### config.mk
export PLATFORM = sky130hd
export DESIGN_NAME = pvc_vendor_control
export DESIGN_NICKNAME = d
export VERILOG_FILES = /design/src/hdl/pvc_pkg.sv /design/src/hdl/pvc_vendor_control.sv /design/src/hdl/pvc_strap_decode.sv
export SDC_FILE = /design/constraint.sdc
export NUM_CORES = 1
export LEC_CHECK = 0
export BUFFER_PORTS_ARGS = -buffer_cell sky130_fd_sc_hd__buf_2
export CAP_MARGIN = 20
export CORE_MARGIN = 1
export CORE_UTILIZATION = 41
export DETAILED_ROUTE_END_ITERATION = 8
export PLACE_DENSITY_LB_ADDON = 0.05
export SYNTH_ARGS = -nofsm -noshare
export SYNTH_HDL_FRONTEND = slang
export SYNTH_SLANG_ARGS = --single-unit
### constraint.sdc
create_clock -name clk -period 3.51 [get_ports clk]
set_clock_uncertainty 0.05 [all_clocks]
set_input_delay 0.702 -clock clk [delete_from_list [all_inputs] [get_ports clk]]
set_output_delay 0.702 -clock clk [all_outputs]
set_load 0.01 [all_outputs]
### src/hdl/pvc_pkg.sv
`default_nettype none
package pvc_pkg;
  // Management register addresses
  localparam logic [4:0]  VEND_STAT_ADDR = 5'h1c;
  localparam logic [4:0]  FAST_CTRL_ADDR = 5'h1d;
  localparam logic [4:0]  TEN_CTRL_ADDR  = 5'h1e;
  // fast_mode_control fields
  localparam int          FC_SOFT_RST    = 15;
  localparam int          FC_TEST_A      = 14;
  localparam int          FC_TEST_B      = 13;
  localparam int          FC_TX_ON       = 12;
  localparam int          FC_CRS_RX_ONLY = 10;
  localparam int          FC_LINK_ERR    = 9;
  localparam int          FC_UNLOCK_ERR  = 8;
  localparam int          FC_CODER_BYP   = 6;
  localparam int          FC_ALIGN_BYP   = 5;
  localparam int          FC_SCRAM_BYP   = 4;
  localparam int          FC_CARR_INT    = 3;
  localparam int          FC_JAM_COL     = 2;
  localparam logic [15:0] FAST_RESET     = 16'h1000;
  localparam logic [15:0] FAST_PCS_BYP   = 16'h0050;
  // ten_meg_control fields
  localparam int          TEN_W          = 6;
  localparam int          TC_HBT         = 5;
  localparam int          TC_ELL         = 4;
  localparam int          TC_POL         = 3;
  localparam int          TC_REF         = 2;
  localparam int          TC_SERIAL      = 1;
  localparam int          TC_NO_LP       = 0;
  localparam logic [5:0]  TEN_RESET      = 6'h00;
  // Vendor status polarity flag
  localparam int          VS_POL_FLAG    = 6;
  // Basic control and advertisement bits preset by the straps
  localparam int          C0_SPEED       = 13;
  localparam int          C0_AUTONEG     = 12;
  localparam int          C0_ISOLATE     = 10;
  localparam int          C0_DUPLEX      = 8;
  localparam int          ADV_TX_FD      = 8;
  localparam int          ADV_10_FD      = 6;
  localparam int          ADV_10         = 5;
  localparam logic [2:0]  MODE_ALL_CAP   = 3'h7;
endpackage
`default_nettype wire

### src/hdl/pvc_vendor_control.sv
// Overview of operation
// Writing one to the soft reset bit restores registers to defaults; bit self-clears. Here only fast control is restored; ten control keeps its value.
// Transmitter-off bit at zero holds line outputs idle; resets to one.
// Carrier sense from receive only when select is one, else receive or transmit.
// Link error enable puts the link error code on RXD during RX_ER.
// Packet error enable puts the unlocked code on RXD during RX_ER. Here only while scrambler_unlocked; link error enable wins.
// Coder bypass one disables 4B/5B encoder and decoder; default zero.
// Coding sublayer strap low presets coder and scrambler bypass to one.
// Symbol aligner bypass one disables receive alignment; default zero.
// Scrambler bypass one disables scrambling and descrambling; default zero.
// Carrier integrity enable turns on integrity monitoring; default zero.
// Jam-to-collision bit ORs the carrier integrity jam into COL.
// Software writes zero to reserved fast control bits.
// Heartbeat enable runs signal quality error at 10 Mbit/s only.
// Extended line length lowers squelch threshold at 10 Mbit/s.
// Polarity correct enable detects, flags and corrects reversal at 10 Mbit/s.
// Reference select chooses external reference clock for phase alignment.
// Serial select picks 10 Mbit/s serial mode, ignored at 100 Mbit/s.
// No-link-partner bit runs 10 Mbit/s without link pulses.
// Mode straps sampled at reset preset writable default bits.
// Unconnected straps give code 111, all capable with autonegotiation.
// Codes 000 to 011 force fixed mode; bit0 duplex, bit1 speed.
// Code 100 autonegotiates advertising only 100Base-TX half duplex.
// Code 110 sets isolate and speed, advertises 10 modes only; 101 reserved.
// Polarity flag reads one after detected reversal; default zero.
// Preset bits follow control layout: 13 speed, 12 autoneg, 10 isolate, 8 duplex.
`timescale 1ns/10ps
`default_nettype none
module pvc_vendor_control
#(
  parameter logic [3:0] UNLOCKED_CODE = 4'h2
)
(
  input  wire logic        clk,
  input  wire logic        reset_n,
  input  wire logic [2:0]  mode_strap,
  input  wire logic        coding_sublayer_enable_strap,
  input  wire logic [4:0]  reg_addr,
  input  wire logic        reg_wr,
  input  wire logic        reg_rd,
  input  wire logic [15:0] reg_wdata,
  output logic      [15:0] reg_rdata,
  output logic             reg_rvalid,
  output logic             soft_register_reset,
  output logic      [15:0] strap_control_preset,
  output logic      [15:0] strap_advert_preset,
  output logic             factory_test_reset_a,
  output logic             factory_test_reset_b,
  output logic             coder_bypass,
  output logic             symbol_aligner_bypass,
  output logic             scrambler_bypass,
  output logic             carrier_integrity_enable,
  output logic             heartbeat_active,
  output logic             squelch_reduced,
  output logic             polarity_correct_active,
  output logic             use_external_reference,
  output logic             serial_mode_active,
  output logic             no_link_partner_active,
  input  wire logic        speed_100,
  input  wire logic        tx_line_p_in,
  input  wire logic        tx_line_n_in,
  output logic             line_p,
  output logic             line_n,
  input  wire logic        rx_active,
  input  wire logic        tx_active,
  output logic             crs,
  input  wire logic        rx_er,
  input  wire logic [3:0]  rxd_in,
  input  wire logic [3:0]  link_error_code,
  input  wire logic        scrambler_unlocked,
  output logic      [3:0]  rxd,
  input  wire logic        col_in,
  input  wire logic        jam_in,
  output logic             col,
  input  wire logic        polarity_reversal_seen,
  output logic             polarity_reversed_flag
);

  typedef struct packed {
    logic        taken;
    logic        pcs_bypass;
    logic [15:0] fast;
    logic [5:0]  ten;
    logic [15:0] ctrl0;
    logic [15:0] adv;
    logic        pol_flag;
    logic [15:0] rdata;
    logic        rvalid;
    logic        soft_rst;
    logic        crs;
    logic        col;
    logic [3:0]  rxd;
    logic        line_p;
    logic        line_n;
  } pvc_state_t;

  pvc_state_t  q;
  pvc_state_t  next_q;
  logic [15:0] dec_ctrl;
  logic [15:0] dec_adv;
  logic [15:0] fast_default;
  logic        wr_fast;
  logic        wr_ten;

  ////////////////////////////////////////////////////////////////////////////////
  // Strap decode

  pvc_strap_decode pvc_strap_decode_inst
  (
    .mode_strap   (mode_strap),
    .control_bits (dec_ctrl),
    .advert_bits  (dec_adv)
  );

  ////////////////////////////////////////////////////////////////////////////////
  // Next state

  always_comb
  begin
    wr_fast      = reg_wr && (reg_addr == pvc_pkg::FAST_CTRL_ADDR) && q.taken;
    wr_ten       = reg_wr && (reg_addr == pvc_pkg::TEN_CTRL_ADDR) && q.taken;
    fast_default = pvc_pkg::FAST_RESET | (q.pcs_bypass ? pvc_pkg::FAST_PCS_BYP : 16'h0000);
    next_q          = q;
    next_q.soft_rst = 1'b0;
    next_q.rvalid   = 1'b0;
    if (!q.taken)
    begin
      // First edge after release latches the straps
      next_q.taken      = 1'b1;
      next_q.ctrl0      = dec_ctrl;
      next_q.adv        = dec_adv;
      next_q.pcs_bypass = !coding_sublayer_enable_strap;
      next_q.fast       = pvc_pkg::FAST_RESET |
                          (coding_sublayer_enable_strap ? 16'h0000 : pvc_pkg::FAST_PCS_BYP);
    end
    else
    begin
      if (wr_fast)
      begin
        if (reg_wdata[pvc_pkg::FC_SOFT_RST])
        begin
          next_q.fast     = fast_default;
          next_q.soft_rst = 1'b1;
        end
        else
        begin
          next_q.fast = reg_wdata;
        end
      end
      if (wr_ten)
      begin
        next_q.ten = reg_wdata[pvc_pkg::TEN_W-1:0];
      end
      if (reg_rd)
      begin
        next_q.rvalid = 1'b1;
        unique case (reg_addr)
          pvc_pkg::FAST_CTRL_ADDR: next_q.rdata = q.fast;
          pvc_pkg::TEN_CTRL_ADDR:  next_q.rdata = {10'h000, q.ten};
          pvc_pkg::VEND_STAT_ADDR:
          begin
            next_q.rdata = 16'h0000;
            next_q.rdata[pvc_pkg::VS_POL_FLAG] = q.pol_flag;
          end
          default:                 next_q.rdata = 16'h0000;
        endcase
      end
    end
    // Polarity status is live, meaningless at 100 Mbit/s
    next_q.pol_flag = q.ten[pvc_pkg::TC_POL] && !speed_100 && polarity_reversal_seen
                      && !(wr_fast && reg_wdata[pvc_pkg::FC_SOFT_RST]);
    // Line idles at p low, n high while transmitter is off
    next_q.line_p = q.fast[pvc_pkg::FC_TX_ON] ? tx_line_p_in : 1'b0;
    next_q.line_n = q.fast[pvc_pkg::FC_TX_ON] ? tx_line_n_in : 1'b1;
    next_q.crs    = rx_active || (!q.fast[pvc_pkg::FC_CRS_RX_ONLY] && tx_active);
    next_q.col    = col_in || (q.fast[pvc_pkg::FC_JAM_COL] && jam_in);
    next_q.rxd    = rxd_in;
    if (rx_er && q.fast[pvc_pkg::FC_LINK_ERR])
    begin
      next_q.rxd = link_error_code;
    end
    else if (rx_er && q.fast[pvc_pkg::FC_UNLOCK_ERR] && scrambler_unlocked)
    begin
      next_q.rxd = UNLOCKED_CODE;
    end
  end

  ////////////////////////////////////////////////////////////////////////////////
  // State register

  always_ff @(posedge clk or negedge reset_n)
  begin
    if (!reset_n)
    begin
      q            <= '0;
      q.fast       <= pvc_pkg::FAST_RESET;
      q.ten        <= pvc_pkg::TEN_RESET;
      q.line_n     <= 1'b1;
    end
    else
    begin
      q <= next_q;
    end
  end

  ////////////////////////////////////////////////////////////////////////////////
  // Outputs

  assign reg_rdata                = q.rdata;
  assign reg_rvalid               = q.rvalid;
  assign soft_register_reset      = q.soft_rst;
  assign strap_control_preset     = q.ctrl0;
  assign strap_advert_preset      = q.adv;
  assign factory_test_reset_a     = q.fast[pvc_pkg::FC_TEST_A];
  assign factory_test_reset_b     = q.fast[pvc_pkg::FC_TEST_B];
  assign coder_bypass             = q.fast[pvc_pkg::FC_CODER_BYP];
  assign symbol_aligner_bypass    = q.fast[pvc_pkg::FC_ALIGN_BYP];
  assign scrambler_bypass         = q.fast[pvc_pkg::FC_SCRAM_BYP];
  assign carrier_integrity_enable = q.fast[pvc_pkg::FC_CARR_INT];
  assign heartbeat_active         = q.ten[pvc_pkg::TC_HBT] && !speed_100;
  assign squelch_reduced          = q.ten[pvc_pkg::TC_ELL] && !speed_100;
  assign polarity_correct_active  = q.ten[pvc_pkg::TC_POL] && !speed_100;
  assign use_external_reference   = q.ten[pvc_pkg::TC_REF];
  assign serial_mode_active       = q.ten[pvc_pkg::TC_SERIAL] && !speed_100;
  assign no_link_partner_active   = q.ten[pvc_pkg::TC_NO_LP] && !speed_100;
  assign line_p                   = q.line_p;
  assign line_n                   = q.line_n;
  assign crs                      = q.crs;
  assign col                      = q.col;
  assign rxd                      = q.rxd;
  assign polarity_reversed_flag   = q.pol_flag;
endmodule // pvc_vendor_control
`default_nettype wire

### src/hdl/pvc_strap_decode.sv
`timescale 1ns/10ps
`default_nettype none
module pvc_strap_decode
(
  input  wire logic [2:0]  mode_strap,
  output logic      [15:0] control_bits,
  output logic      [15:0] advert_bits
);
  logic [3:0] c;
  logic [2:0] a;

  // c = {speed, autoneg, isolate, duplex}, a = {tx_fd, 10_fd, 10}
  always_comb
  begin
    unique case (mode_strap)
      3'h0:    {c, a} = {4'h0, 3'h5};
      3'h1:    {c, a} = {4'h1, 3'h7};
      3'h2:    {c, a} = {4'h8, 3'h4};
      3'h3:    {c, a} = {4'h9, 3'h4};
      3'h4:    {c, a} = {4'hc, 3'h0};
      3'h6:    {c, a} = {4'ha, 3'h3};
      default: {c, a} = {4'hc, 3'h7};
    endcase
    control_bits = 16'h0000;
    advert_bits  = 16'h0000;
    control_bits[pvc_pkg::C0_SPEED]   = c[3];
    control_bits[pvc_pkg::C0_AUTONEG] = c[2];
    control_bits[pvc_pkg::C0_ISOLATE] = c[1];
    control_bits[pvc_pkg::C0_DUPLEX]  = c[0];
    advert_bits[pvc_pkg::ADV_TX_FD]   = a[2];
    advert_bits[pvc_pkg::ADV_10_FD]   = a[1];
    advert_bits[pvc_pkg::ADV_10]      = a[0];
  end
endmodule // pvc_strap_decode
`default_nettype wire

==> impl_metrics.yaml <==
die:
  die_h_um: 85.58
  initial_core_util_pct: 42.39
  die-area_um2: 7324
  rows: 30
  core-area_um2: 6756
  io_pins: 118
  die_w_um: 85.58
synthesis:
  yosys_warnings: 0
  synthCells: 275
  syn_area_um2: 2864
  synth_top_area_share_pct: 47.18
  ys_top_cells_by_count: "dfrtp_1, buf_4, o21ai_0"
  yosysSeqAreaShare_pct: 49.02
  yosys-top-cells-area: "dfrtp_1, buf_4, o21ai_0, nand2_1, nand4b_1"
  synth-edff-count: 0
  synth_ff_type: "dfrtp_1"
  synth_async_sr_flop_share_pct: 100.0
  yosysMostFrequentCell: "dfrtp_1"
  synth-seq-cells: 56
  synth_largest_area_cell: "dfrtp_1"
  avgSynthCellArea_um2: 10.41
  synth_cell_types: 36
grt:
  antenna_found_initial: 0
  overflow: 0
  grt_usage_pct: 17.75
  grt_pass1_wl_mm: 10.01
  grt_pass1_vias: 1908
  grt_max_degree: 39
setup_path:
  cp_common_cell: "nand2_1"
  cp_slowest_cell: "dfrtp_1"
  regToRegStartpoint: "q[82]$_DFF_PN0_"
  cp-start-kind: "register"
  endpoint: "reg_rdata[0]$_DFFE_PN0P_"
  rrSetupSlack_ps: 1620
  critical_path_arrival_ps: 2060
  crit_family: "flip-flops"
  r2r-end: "reg_rdata[0]$_DFFE_PN0P_"
  path_cells: "nand2_1 > buf_4 > clkinv_1 > nand2_1 > o21ai_0"
  required_ps: 3680
  worst-path-stages: 5
  critical_path_class: "reg2reg"
  reg2reg_depth: 5
  max_stage_delay_ps: 770
  path_max_fanout: 21
  cp-end-kind: "register"
  crit_path_start: "q[82]$_DFF_PN0_"
  crit_buf_inv: 2
clock_network:
  postCtsSetupRepairBufs: 0
  ctsRootBufferMaster: "clkbuf_8"
  cts_tree: "done"
  post_cts_resized: 0
  cts_buffer_depth: 2
  clk_latency_ps: 310
  cts-htree-levels: 2
  cts_hold_buf: 0
  cts_buffers: 5
  clkTransAtPathRegs_ps: 100
  clock_sinks: 56
layout:
  n_antenna_cell: 0
  syn_to_final_growth_pct: 10.53
  final_nets: 384
  fin_util_pct: 46.85
  final_cells: 418
  multi_input_area_um2: 1071
  drive_gt1_share_pct: 34.02
  seqCellArea_um2: 1404
  fill_cells: 688
detailed_routing:
  route.vias.total: 2046
  viasPerCell: 4.895
  drt_iter0_markers: 126
  wire_per_inst_um: 14.72
  remaining_drc_errors: 0
  wl_mm: 6.152
  ant_nets: 0
  first_pass_iters: 4
timing:
  min_period_ps: 1891
  fin_crit_sh_pct: 53.87
  drv_slew: 0
  final.setup.worst_slack_ps: 1619
  setup_tns_ps: 0
  setup_viol: 0
  slew_headroom_pct: 42.81
  rsz0062_at_grt: "false"
  hold_viol_final: 0
  fmax_mhz: 528.9
  worst_pin_slew_ps: 857.9
place:
  place.gp.congestion: 0.7341
  post-dp-hpwl_mm: 4.429
  dp_cells: 410
  detailedPlace.worstSlack_ps: 1318
  port_buffers: 91
power:
  peakVddDrop_v: 0.0001450
  p_per_area_nw_per_um2: 388.3
  p_leak_uw: 0.001584
hold_path:
  min_path_type: "reg2reg"
flow_run:
  cap_violations: 0
outcome:
  status: "finished clean"
[metal layers]
| layer | vias to the layer above | GRT usage, % | share of wire (%) |
|---|---|---|---|
| met1 | 964 | 25.46 | 47 |
| met3 | 8 | 3.946 | 5.2 |
| met2 | 81 | 27.27 | 46 |
| li1 | 993 | - | - |
| met5 | - | 0 | 0 |
| met4 | 0 | 4.545 | 1.3 |
[worst reg2reg max path: stages (launching register included)]
cell	delay (ps)
dfrtp_1	770
nand2_1	220
buf_4	250
clkinv_1	170
nand2_1	150
o21ai_0	200
[where the power goes]
part           switching, uW  leakage, uW  total, uW  internal [uW]
Clock                    203    0.0000445        364            161
Sequential              22.9     0.000729        697            674
Combinational           94.6     0.000811        169           74.0
[worst min path at each step]
| stage | from | to | cells after the start |
|---|---|---|---|
| floorplan | reset_n | carrier_integrity_enable$_DFFE_PN0P_ | 0 |
| global placement | reg_rdata[4]$_DFFE_PN0P_ | reg_rdata[4]$_DFFE_PN0P_ | 2 |
| detailed placement | reg_rdata[5]$_DFFE_PN0P_ | reg_rdata[5]$_DFFE_PN0P_ | 2 |
| CTS | reg_rdata[5]$_DFFE_PN0P_ | reg_rdata[5]$_DFFE_PN0P_ | 2 |
| global route | reg_rdata[3]$_DFFE_PN0P_ | reg_rdata[3]$_DFFE_PN0P_ | 2 |
| finish | reg_rdata[5]$_DFFE_PN0P_ | reg_rdata[5]$_DFFE_PN0P_ | 2 |
[logic make-up after synthesis]
kind of cell	after synthesis	share of synthesized area, %
other	2	0.2622
muxes	12	5.374
AOI/OAI and AO/OA	67	14.42
and+or+nand+nor	69	14.07
buffers and inverters	69	16.86
DFF	56	49.02
[stage by stage]
stage / hold WS [ps] / area, um^2 / total power [uW]
2_1_floorplan: 356.4 / 2958 / 828.6
3_3_place_gp: 409.3 / 3072 / 878.3
3_5_place_dp: 416.5 / 3072 / 880.0
4_1_cts: 438.6 / 3166 / 1246
5_1_grt: 461.3 / 3166 / 1306
6_report: 428.6 / 3166 / 1229
[registers in the layout (all words and copies together), names as in the netlist, 3 cells and up]
name	cells
q	16
reg_rdata	15
rxd	4
strap_control_preset	4
strap_advert_preset	3
[cells in the final DEF, fill, tap and decap left out, drive strengths merged, types with 2 or more instances in the layout]
| cell type | instances |
|---|---|
| dfrtp | 54 |
| nand2b | 5 |
| and3 | 3 |
| nand2 | 32 |
| nor2b | 8 |
| a21o | 3 |
| buf | 94 |
| o21ai | 34 |
| mux2i | 3 |
| a21boi | 13 |
| and3b | 2 |
| a32o | 3 |
| nand4b | 12 |
| nand3b | 2 |
| dfstp | 2 |
| a21oi | 5 |
| clkbuf | 7 |
| mux2 | 9 |
| inv | 4 |
| conb | 27 |
| a22oi | 6 |
[layout make-up]
cell class                 instances  area share [%]
timing repair buffer              94           15.10
sequential                        56           44.35
inverter                           5          0.5929
clock buffer                       7           2.727
multi-input combinational        175           33.83
clock inverter                     1          0.2372
tap                               80           3.162
Note: power is estimated with default switching activity, not from simulation.
